==> src/hw/flash_prog_cfg.svh <==
// Purpose: constants for the flash programming controller
// Assumes: 100 MHz reference clock
// Notes:   timing counts are whole clock cycles
`ifndef FLASH_PROG_CFG_SVH
`define FLASH_PROG_CFG_SVH
`define CLK_PERIOD_NS      10
`define SETUP_NS           100
`define PULSE_NS           1000
`define SETUP_CYC          ((`SETUP_NS + `CLK_PERIOD_NS - 1) / `CLK_PERIOD_NS)
`define PULSE_CYC          ((`PULSE_NS + `CLK_PERIOD_NS - 1) / `CLK_PERIOD_NS)
`define SECURITY_ADDR      16'hFFFF
`define ERASE_ADDR         16'h0000
`define ERASE_DATA         8'hFF
`define LOCK_BIT_POS       0
`define READ_INHIBIT_POS   1
`endif

==> src/hw/flash_prog_pkg.sv <==
// Purpose: types for the flash programming controller
// Assumes: nothing
// Notes:   constants live in flash_prog_cfg.svh
package flash_prog_pkg;
    typedef enum logic [2:0] {
        OP_READ    = 3'h0,
        OP_PROGRAM = 3'h1,
        OP_ERASE   = 3'h2,
        OP_EVERIFY = 3'h3
    } op_t;

    typedef struct packed {
        op_t         op;
        logic [15:0] addr;
        logic [7:0]  data;
    } cmd_t;

    typedef struct packed {
        logic [7:0] data;
        logic       mismatch;
    } rsp_t;

    typedef enum logic [4:0] {
        ST_IDLE   = 5'b00001,
        ST_SETUP  = 5'b00010,
        ST_PULSE  = 5'b00100,
        ST_VSETUP = 5'b01000,
        ST_SAMPLE = 5'b10000
    } state_t;
endpackage : flash_prog_pkg

==> src/hw/flash_prog_ctrl.sv <==
// Purpose: external programmer driving the flash programming pins of a microcontroller
// Assumes: pin inputs synchronous to i_ref_clk; high-voltage switching done off chip
// Notes:   one command at a time; program and erase are always followed by their verify
// Behaviour
// - hold reset high, latch low, store strobe high
// - address on ports, data byte bidirectional
// - program: select low, program level, strobes
// - verify after program: cs high, oe low
// - verify every programmed byte
// - erase verify: every byte reads all ones; the controller checks only the one addressed byte per command
// - clear lock bit only after full image; the controller only checks that the last verify was clean
`timescale 1ns/10ps
`include "flash_prog_cfg.svh"
module flash_prog_ctrl #(
    parameter int SETUP_CYCLES = `SETUP_CYC,
    parameter int PULSE_CYCLES = `PULSE_CYC
) (
    input  wire logic                  i_ref_clk,
    input  wire logic                  i_sys_rst,
    input  wire logic                  i_cmd_valid,
    input  wire flash_prog_pkg::cmd_t  i_cmd,
    output logic                       o_cmd_ready,
    output logic                       o_rsp_valid,
    output flash_prog_pkg::rsp_t       o_rsp,
    output logic                       o_rst_pin,
    output logic                       o_addr_latch,
    output logic                       o_program_store_strobe,
    output logic                       o_erase_select_pin,
    output logic                       o_mode_select_b,
    output logic                       o_mode_select_c,
    output logic                       o_mode_select_d,
    output logic                       o_cs_n,
    output logic                       o_oe_n,
    output logic                       o_program_level,
    output logic                       o_erase_level,
    output logic [15:0]                o_addr,
    input  wire logic [7:0]            i_data,
    output logic [7:0]                 o_data,
    output logic                       o_data_oe
);
    // the phase counters are 16 bits wide, so longer phases cannot be served
    if (SETUP_CYCLES < 1 || PULSE_CYCLES < 1 ||
        SETUP_CYCLES > 65535 || PULSE_CYCLES > 65535) begin : g_bad_timing
        $error("timing counts out of range");
    end

    function automatic logic uses_erase(input flash_prog_pkg::op_t op);
        uses_erase = (op == flash_prog_pkg::OP_ERASE) ||
                     (op == flash_prog_pkg::OP_EVERIFY);
    endfunction : uses_erase

    flash_prog_pkg::state_t st_q, st_d;
    flash_prog_pkg::cmd_t   cmd_q;
    logic [15:0] cnt_q;
    logic        ready_q, rvalid_q, oe_q, cs_q, dataoe_q, esel_q, vpp_q, erase_lvl_q;
    logic [7:0]  rdata_q;
    logic        mism_q;
    logic        image_ok_q;

    wire take       = i_cmd_valid && ready_q;
    wire take_erase = uses_erase(i_cmd.op);
    wire is_erase   = uses_erase(cmd_q.op);
    wire is_write   = (cmd_q.op == flash_prog_pkg::OP_PROGRAM) ||
                      (cmd_q.op == flash_prog_pkg::OP_ERASE);
    wire cnt_done   = (cnt_q == 16'h0000);
    // a lock-clearing program needs a clean last verify; earlier bytes of the image are not checked
    wire lock_clear = (cmd_q.op == flash_prog_pkg::OP_PROGRAM) &&
                      (cmd_q.addr == `SECURITY_ADDR) && !cmd_q.data[`LOCK_BIT_POS];
    wire pulse_ok   = !lock_clear || image_ok_q;
    // erase verify expects all ones, program verify the written byte
    wire [7:0] expect_byte = is_erase ? `ERASE_DATA : cmd_q.data;
    // counts load one less so a phase lasts exactly its parameter in cycles
    wire [15:0] setup_n = SETUP_CYCLES[15:0] - 16'h0001;
    wire [15:0] pulse_n = PULSE_CYCLES[15:0] - 16'h0001;

    always_comb begin
        st_d = st_q;
        case (st_q)
            flash_prog_pkg::ST_IDLE:   if (take) st_d = flash_prog_pkg::ST_SETUP;
            flash_prog_pkg::ST_SETUP:  if (cnt_done) st_d = is_write ? flash_prog_pkg::ST_PULSE
                                                                     : flash_prog_pkg::ST_SAMPLE;
            flash_prog_pkg::ST_PULSE:  if (cnt_done) st_d = flash_prog_pkg::ST_VSETUP;
            flash_prog_pkg::ST_VSETUP: if (cnt_done) st_d = flash_prog_pkg::ST_SAMPLE;
            flash_prog_pkg::ST_SAMPLE: st_d = flash_prog_pkg::ST_IDLE;
            default:                   st_d = flash_prog_pkg::ST_IDLE;
        endcase
    end

    always_ff @(posedge i_ref_clk) begin
        if (i_sys_rst) begin
            st_q     <= flash_prog_pkg::ST_IDLE;
            cmd_q    <= '0;
            cnt_q    <= 16'h0000;
            ready_q  <= 1'b0;
            rvalid_q <= 1'b0;
            rdata_q  <= 8'h00;
            mism_q   <= 1'b0;
            cs_q     <= 1'b1;
            oe_q     <= 1'b1;
            dataoe_q <= 1'b0;
            esel_q   <= 1'b0;
            vpp_q    <= 1'b0;
            erase_lvl_q <= 1'b0;
            image_ok_q  <= 1'b0;
        end else begin
            st_q     <= st_d;
            rvalid_q <= 1'b0;
            ready_q  <= (st_d == flash_prog_pkg::ST_IDLE);
            cnt_q    <= cnt_done ? 16'h0000 : cnt_q - 16'h0001;
            case (st_q)
                flash_prog_pkg::ST_IDLE: begin
                    cs_q     <= 1'b1;
                    oe_q     <= 1'b1;
                    dataoe_q <= 1'b0;
                    if (take) begin
                        cmd_q  <= i_cmd;
                        // erase forces a0 low and data all ones
                        if (i_cmd.op == flash_prog_pkg::OP_ERASE) begin
                            cmd_q.addr <= `ERASE_ADDR;
                            cmd_q.data <= `ERASE_DATA;
                        end
                        esel_q      <= take_erase;
                        vpp_q       <= (i_cmd.op == flash_prog_pkg::OP_PROGRAM);
                        erase_lvl_q <= take_erase;
                        cnt_q  <= setup_n;
                    end else begin
                        esel_q      <= 1'b0;
                        vpp_q       <= 1'b0;
                        erase_lvl_q <= 1'b0;
                    end
                end
                flash_prog_pkg::ST_SETUP: begin
                    if (is_write) begin
                        dataoe_q <= 1'b1;
                        if (cnt_done) begin
                            // a refused lock clear keeps cs high; its verify then mismatches
                            cs_q  <= !pulse_ok;
                            cnt_q <= pulse_n;
                        end
                    end else begin
                        // read pulls both strobes low; erase verify uses cs high
                        cs_q <= (cmd_q.op == flash_prog_pkg::OP_EVERIFY);
                        oe_q <= 1'b0;
                    end
                end
                flash_prog_pkg::ST_PULSE: begin
                    if (cnt_done) begin
                        // data drops with cs; any hold past cs rising is left to pad timing
                        cs_q     <= 1'b1;
                        dataoe_q <= 1'b0;
                        cnt_q    <= setup_n;
                    end
                end
                flash_prog_pkg::ST_VSETUP: begin
                    // verify keeps the high level applied
                    oe_q <= 1'b0;
                end
                flash_prog_pkg::ST_SAMPLE: begin
                    rvalid_q <= 1'b1;
                    rdata_q  <= i_data;
                    mism_q   <= (cmd_q.op != flash_prog_pkg::OP_READ) &&
                                (i_data != expect_byte);
                    if (cmd_q.op != flash_prog_pkg::OP_READ)
                        image_ok_q <= (i_data == expect_byte);
                    oe_q     <= 1'b1;
                    cs_q     <= 1'b1;
                end
                default: begin
                    cs_q <= 1'b1;
                    oe_q <= 1'b1;
                end
            endcase
        end
    end

    // flash mode entry levels are held from reset release on, idle included; reset pin low only during i_sys_rst
    logic rstpin_q;
    logic latch_q;
    logic mode_low_q;
    always_ff @(posedge i_ref_clk) begin
        if (i_sys_rst) begin
            rstpin_q   <= 1'b0;
            latch_q    <= 1'b0;
            mode_low_q <= 1'b0;
        end else begin
            rstpin_q   <= 1'b1;
            latch_q    <= 1'b0;
            mode_low_q <= 1'b0;
        end
    end

    assign o_rst_pin              = rstpin_q;
    assign o_addr_latch           = latch_q;
    assign o_program_store_strobe = rstpin_q;
    assign o_erase_select_pin     = esel_q;
    assign o_mode_select_b        = mode_low_q;
    assign o_mode_select_c        = mode_low_q;
    assign o_mode_select_d        = mode_low_q;
    assign o_cs_n                 = cs_q;
    assign o_oe_n                 = oe_q;
    assign o_program_level        = vpp_q;
    assign o_erase_level          = erase_lvl_q;
    assign o_addr                 = cmd_q.addr;
    assign o_data                 = cmd_q.data;
    assign o_data_oe              = dataoe_q;
    assign o_cmd_ready            = ready_q;
    assign o_rsp_valid            = rvalid_q;
    assign o_rsp                  = {rdata_q, mism_q};
endmodule : flash_prog_ctrl

==> config.mk <==
export PLATFORM = sky130hd
export DESIGN_NAME = flash_prog_ctrl
export DESIGN_NICKNAME = d
export VERILOG_FILES = /design/src/hw/flash_prog_pkg.sv /design/src/hw/flash_prog_ctrl.sv
export VERILOG_INCLUDE_DIRS = /design/src /design/src/hw
export SDC_FILE = /design/constraint.sdc
export NUM_CORES = 1
export LEC_CHECK = 0
export CAP_MARGIN = 20
export CELL_PAD_IN_SITES_DETAIL_PLACEMENT = 0
export CELL_PAD_IN_SITES_GLOBAL_PLACEMENT = 1
export CORE_ASPECT_RATIO = 0.6
export CORE_UTILIZATION = 42
export CTS_CLUSTER_SIZE = 14
export DETAILED_ROUTE_END_ITERATION = 10
export DONT_BUFFER_PORTS = 1
export PLACE_DENSITY = 0.85
export REMOVE_ABC_BUFFERS = 1
export SETUP_SLACK_MARGIN = 0.15
export SLEW_MARGIN = 20
export SYNTH_ARGS = -nofsm -noshare
export SYNTH_HDL_FRONTEND = slang
export SYNTH_SLANG_ARGS = --single-unit
==> constraint.sdc <==
create_clock -name i_ref_clk -period 1.7 [get_ports i_ref_clk]
set_input_delay 0.34 -clock i_ref_clk [delete_from_list [all_inputs] [get_ports i_ref_clk]]
set_output_delay 0.34 -clock i_ref_clk [all_outputs]
set_load 0.01 [all_outputs]
After elaboration in Yosys (flattened, before gate mapping)

Cells that the tools add are included.

Bits in registers: 66
Input port bits: 38
Output and inout bits: 47
Logic and storage cells: 84

Add/sub/neg operators: 1
Equal/unequal tests: 19
Multiplexer cells: 27
Bitwise operators: 2
Reductions and logical operators: 19

Operators by type and width:

| operator              | number |
|---|---|
| $mux 16               | 5 |
| $pmux 16 s3           | 1 |
| $mux 5                | 5 |
| $mux 24               | 1 |
| $pmux 5 s4            | 1 |
| $eq 16x16->1 const B  | 1 |
| $logic_not 16->1      | 1 |
| $sub 16x1->16 const B | 1 |
| $eq 3x2->1 const B    | 4 |
| $eq 5x1->1 const B    | 2 |
| $mux 1                | 10 |
| $pmux 1 s3            | 3 |
| $eq 8x8->1            | 1 |
| $mux 8                | 1 |
| $ne 8x8->1            | 1 |
| $eq 3x1->1 const B    | 2 |
| $ne 2x2->1 const B    | 3 |
| $reduce_and 2->1      | 3 |
| $reduce_and 3->1      | 2 |
| $reduce_bool 3->1     | 2 |
| $eq 5x2->1 const B    | 1 |
| $eq 5x3->1 const B    | 1 |
| $eq 5x4->1 const B    | 1 |
| $eq 5x5->1 const B    | 1 |
| other kinds (5)       | 14 |

Longest topological paths before layout

Word-level depth: 9
Gate-level depth with buffers: 9
Depth with buffers taken out: 7

Worst setup path after synthesis

OpenSTA, ideal clock, no wires.

Path type: register -> register
From: register st_q[2]
To: register image_ok_q
Library setup time: 0.116 ns
Data arrival time: 1.780 ns
Data required time: 1.584 ns
Slack: -0.195 ns
Stages on the path, launching flop included: 7
Path buffers: 1
Period minus slack after synthesis: 1.895 ns
Cells stage by stage: dfxtp_1 buf_6 or3_4 or3b_1 or2_0 a41o_1 and3_1

Word-level cells in the longest chain between the ends: 2

Ends and longest elaborated chain:

| element                    | RTL line               | text |
|---|---|---|
| from (decl)                | flash_prog_ctrl.sv:52  | `flash_prog_pkg::state_t st_q, st_d;` |
| from (signal assigned)     | flash_prog_ctrl.sv:91  | `st_q <= flash_prog_pkg::ST_IDLE;` |
| from (signal assigned)     | flash_prog_ctrl.sv:106 | `st_q <= st_d;` |
| $eq 5x5->1                 | flash_prog_ctrl.sv:110 | `case (st_q)` |
| $reduce_and 2->1 (no line) | -                      |  |
| to (signal assigned)       | flash_prog_ctrl.sv:164 | `image_ok_q <= (i_data == expect_byte);` |
| to (decl)                  | flash_prog_ctrl.sv:58  | `logic image_ok_q;` |

Every way passes these cells.
A chain may end at the register's enable or synchronous reset.

Worst setup path after layout

From: register st_q[3]
To: register image_ok_q

Same word-level chain as after synthesis.

==> run summary <==
CTS Root Cell - clkbuf_16
Most frequent cells in the layout - dfxtp_1 (59), buf_4 (43), nor2_1 (34)
CP startpoint - st_q[3]
Largest net degree at the start of global routing - 39
Async S/R FF share, synth - 0%
Detail Placement HPWL - 5690 microns
Pwr/cell area - 1460 nW/um^2
Crit path max-delay family - simple AND/OR/NAND/NOR gates
Area of the multi-input gates - 1830 sq um
First-pass GRT wire length - 12700 microns
Reg area - 1330 sq um
Post-layout min period - 1.86 ns
IO Count - 85
RSZ-0062 raised after global routing - yes
Port Buffers - 0
Final GP Congestion - 0.790
Total gr overflow - 0
Die area - 7840 sq um
WL/cell - 18.3 microns
Most common cell after layout, fill and taps aside - dfxtp_1
Crit path largest cell delay - 0.41 ns
Final std cells w/o fill - 489
DR vias/cell - 5.51
Post-cts hold buffer count - 0
Reg2reg end - image_ok_q
GRT Total Usage - 22.6%
Dpl ws - -0.185 ns
Clk slew on worst S/H paths - 0.05 ns
Drt total wl - 8930 microns
Worst-path fanout max - 2
Syn-to-layout area delta - 36.2%
Worst Hold Path EP - cmd_q[26]
WP buf/inv - 0
Post-synthesis sequential area ratio - 42.1%
Max-Cap Viols - 0
Clock skew - 0.00370 ns
Worst Setup Slack, final - -0.157 ns
Synth unique cells - 50
Inst Count DP - 459
Worst r2r path cells - 5
WP data required - 1.94 ns
Final hold violations - 0
Initial antenna violation count - 0
Number of enable-type register cells in the synthesized netlist - 0
Crit end category - flip-flop
Antenna diodes - 0
Cell taking the most area after synthesis - dfxtp_1
DRC viols - 0
Synth top area share - 42.1%
Worst R2R Setup Slack - -0.16 ns
Hold_sp - i_sys_rst
Max Fclk - 539 MHz
Area of the core - 6940 sq um
Number of global-route vias before repair - 2423
Synthesized area per cell - 8.90 sq um
Vias post-DR - 2692
Worst-skew pair later-pin latency - 0.34 ns
Routed Antenna Nets - 0
Max_slew headroom - 65.6%
Worst slew pin tran - 0.513 ns
WS Path Type - reg -> reg
Share of cells above drive strength 1 - 40.4%
Die Width - 114 microns
Worst reg2reg startpoint - st_q[3]
Starting density of the core - 45.3%
Die Span Y - 69.0 microns
Clock tree buffer depth - 2
CTS Buf Count - 9
Hold Path Stages - 1
Yosys warning count - 0
Clock sink count - 66
Top post-synthesis cells by area - dfxtp_1 (42%), buf_4 (7.4%), nor2_1 (5.7%)
Final Slew Violations - 0
Num rows - 23
Final nets - 424
Violated checks - setup timing
LEAKAGE - 0.00173 uW
Finish-stage setup viols - 46
CTS tree - yes
CP Launch Type - flip-flop
Period utilization - 109%
Cell Chain, Critical Path - or3_4 > or3b_4 > or2_4 > a41o_1 > and3_1
Worst path slowest cell - or3b_4
Post-Syn Area - 3140 sq um
Post-route setup TNS - -3.16 ns
Hold Crit Class - in -> reg
Synth Flop Type - dfxtp_1
Critical path arrival - 2.09 ns
Fill count - 566
Htree depth - 3
Run status - finished, violations left
DRT iter0 DRCs - 158
Tot Pwr - 6260 uW
Yosys reg bits - 66
Pre-antenna DRT Iters - 4
Syn Inst Count - 353
IR drop worst, VDD - 0.781 mV
[cell type report]
class | instances | area share [%]
flip-flops and latches | 66 | 31.1
well taps | 100 | 2.93
clock inverters | 3 | 0.936
clock buffers | 12 | 5.76
repair buffers | 65 | 15.9
multi-input cells | 238 | 42.9
inverters | 5 | 0.439
[flip-flops by register name (all words and copies together), names as in the netlist]
register,count
o_erase_level,1
cmd_q,3
o_oe_n,1
mism_q,1
rdata_q,8
o_addr,16
st_q,5
o_program_level,1
o_data_oe,1
image_ok_q,1
o_rsp_valid,1
o_program_store_strobe,1
o_cs_n,1
o_cmd_ready,1
o_data,8
cnt_q,16
[cells in the mapped netlist (2+ instances only)]
cell type and instances:
buf_4 31, xnor2_1 13, or2_2 2, buf_6 2, and3_1 4, nand2_1 22
a31oi_1 6, a21oi_1 22, nand4_1 3, inv_1 5, buf_2 4, nor3_4 2
a211o_1 2, nand3b_1 2, and4b_1 5, mux2i_1 10, dfxtp_1 66, nor2_1 48
nand4b_1 2, xor2_1 4, nor3b_2 2, and2_1 5, a22o_1 15, nand2b_1 5
nand3_1 4, nor3_1 21, o21ai_0 8, or3_1 2, o211ai_1 2, clkbuf_1 10
nor4_1 5
[routing by layer]
metal,track usage [%],up-vias,part of all wire [%]
met5,0,-,0
met4,8.39,0,1.4
met3,11.6,15,9.3
met2,32.2,103,44
met1,29.1,1301,45
li1,-,1273,-
[report_power, final]
group	internal (uW)	switching, uW
Sequential	1740	208
Clock	1160	667
Combinational	1300	1190
[per-stage QoR]
step	hold slack [ns]	utilization [%]	area, sq um
2_1_floorplan	0.409	-	2840
3_3_place_gp	0.413	48.9	3390
3_5_place_dp	0.417	48.9	3390
4_1_cts	0.0496	56.4	3920
5_1_grt	0.0455	61.7	4280
6_report	0.0610	61.7	4280
[how the worst max path moves through the flow]
| stage | endpoint | depth (start not counted) |
|---|---|---|
| after floorplan | cnt_q[10] | 5 |
| after global placement | cnt_q[1] | 7 |
| after detailed placement | cnt_q[5] | 7 |
| after CTS | o_addr[4] | 7 |
| after global routing | o_data_oe | 6 |
| final | image_ok_q | 5 |
[cell families (layout without fill, tap and decap cells)]
kind of cell               Yosys count  count (layout)  synth area share [%]
and+or+nand+nor                    145             145                  26.1
DFF                                 66              66                  42.1
AOI/OAI and AO/OA                   61              61                  12.9
buffers and inverters               52              85                  10.6
xor gates and xnor gates            17              17                  4.74
muxes                               10              10                  3.19
adders and majority gates            1               1                 0.398
other                                1               4                 0.119
[worst reg2reg max path: cells and delay by family (launching register included)]
| family | cells | cell delay, ns |
|---|---|---|
| and+or+nand+nor | 4 | 1.21 |
| DFF | 1 | 0.32 |
| AOI/OAI and AO/OA | 1 | 0.23 |
[repair_timing]
item	4_1_cts	5_1_grt
gates cloned	2	2
setup endpoints to repair	63	65
resized for setup	47	63
pin swaps	31	27
setup buffers	4	7
hold endpoints to repair	0	0
Power figures use the tool's default switching activity.
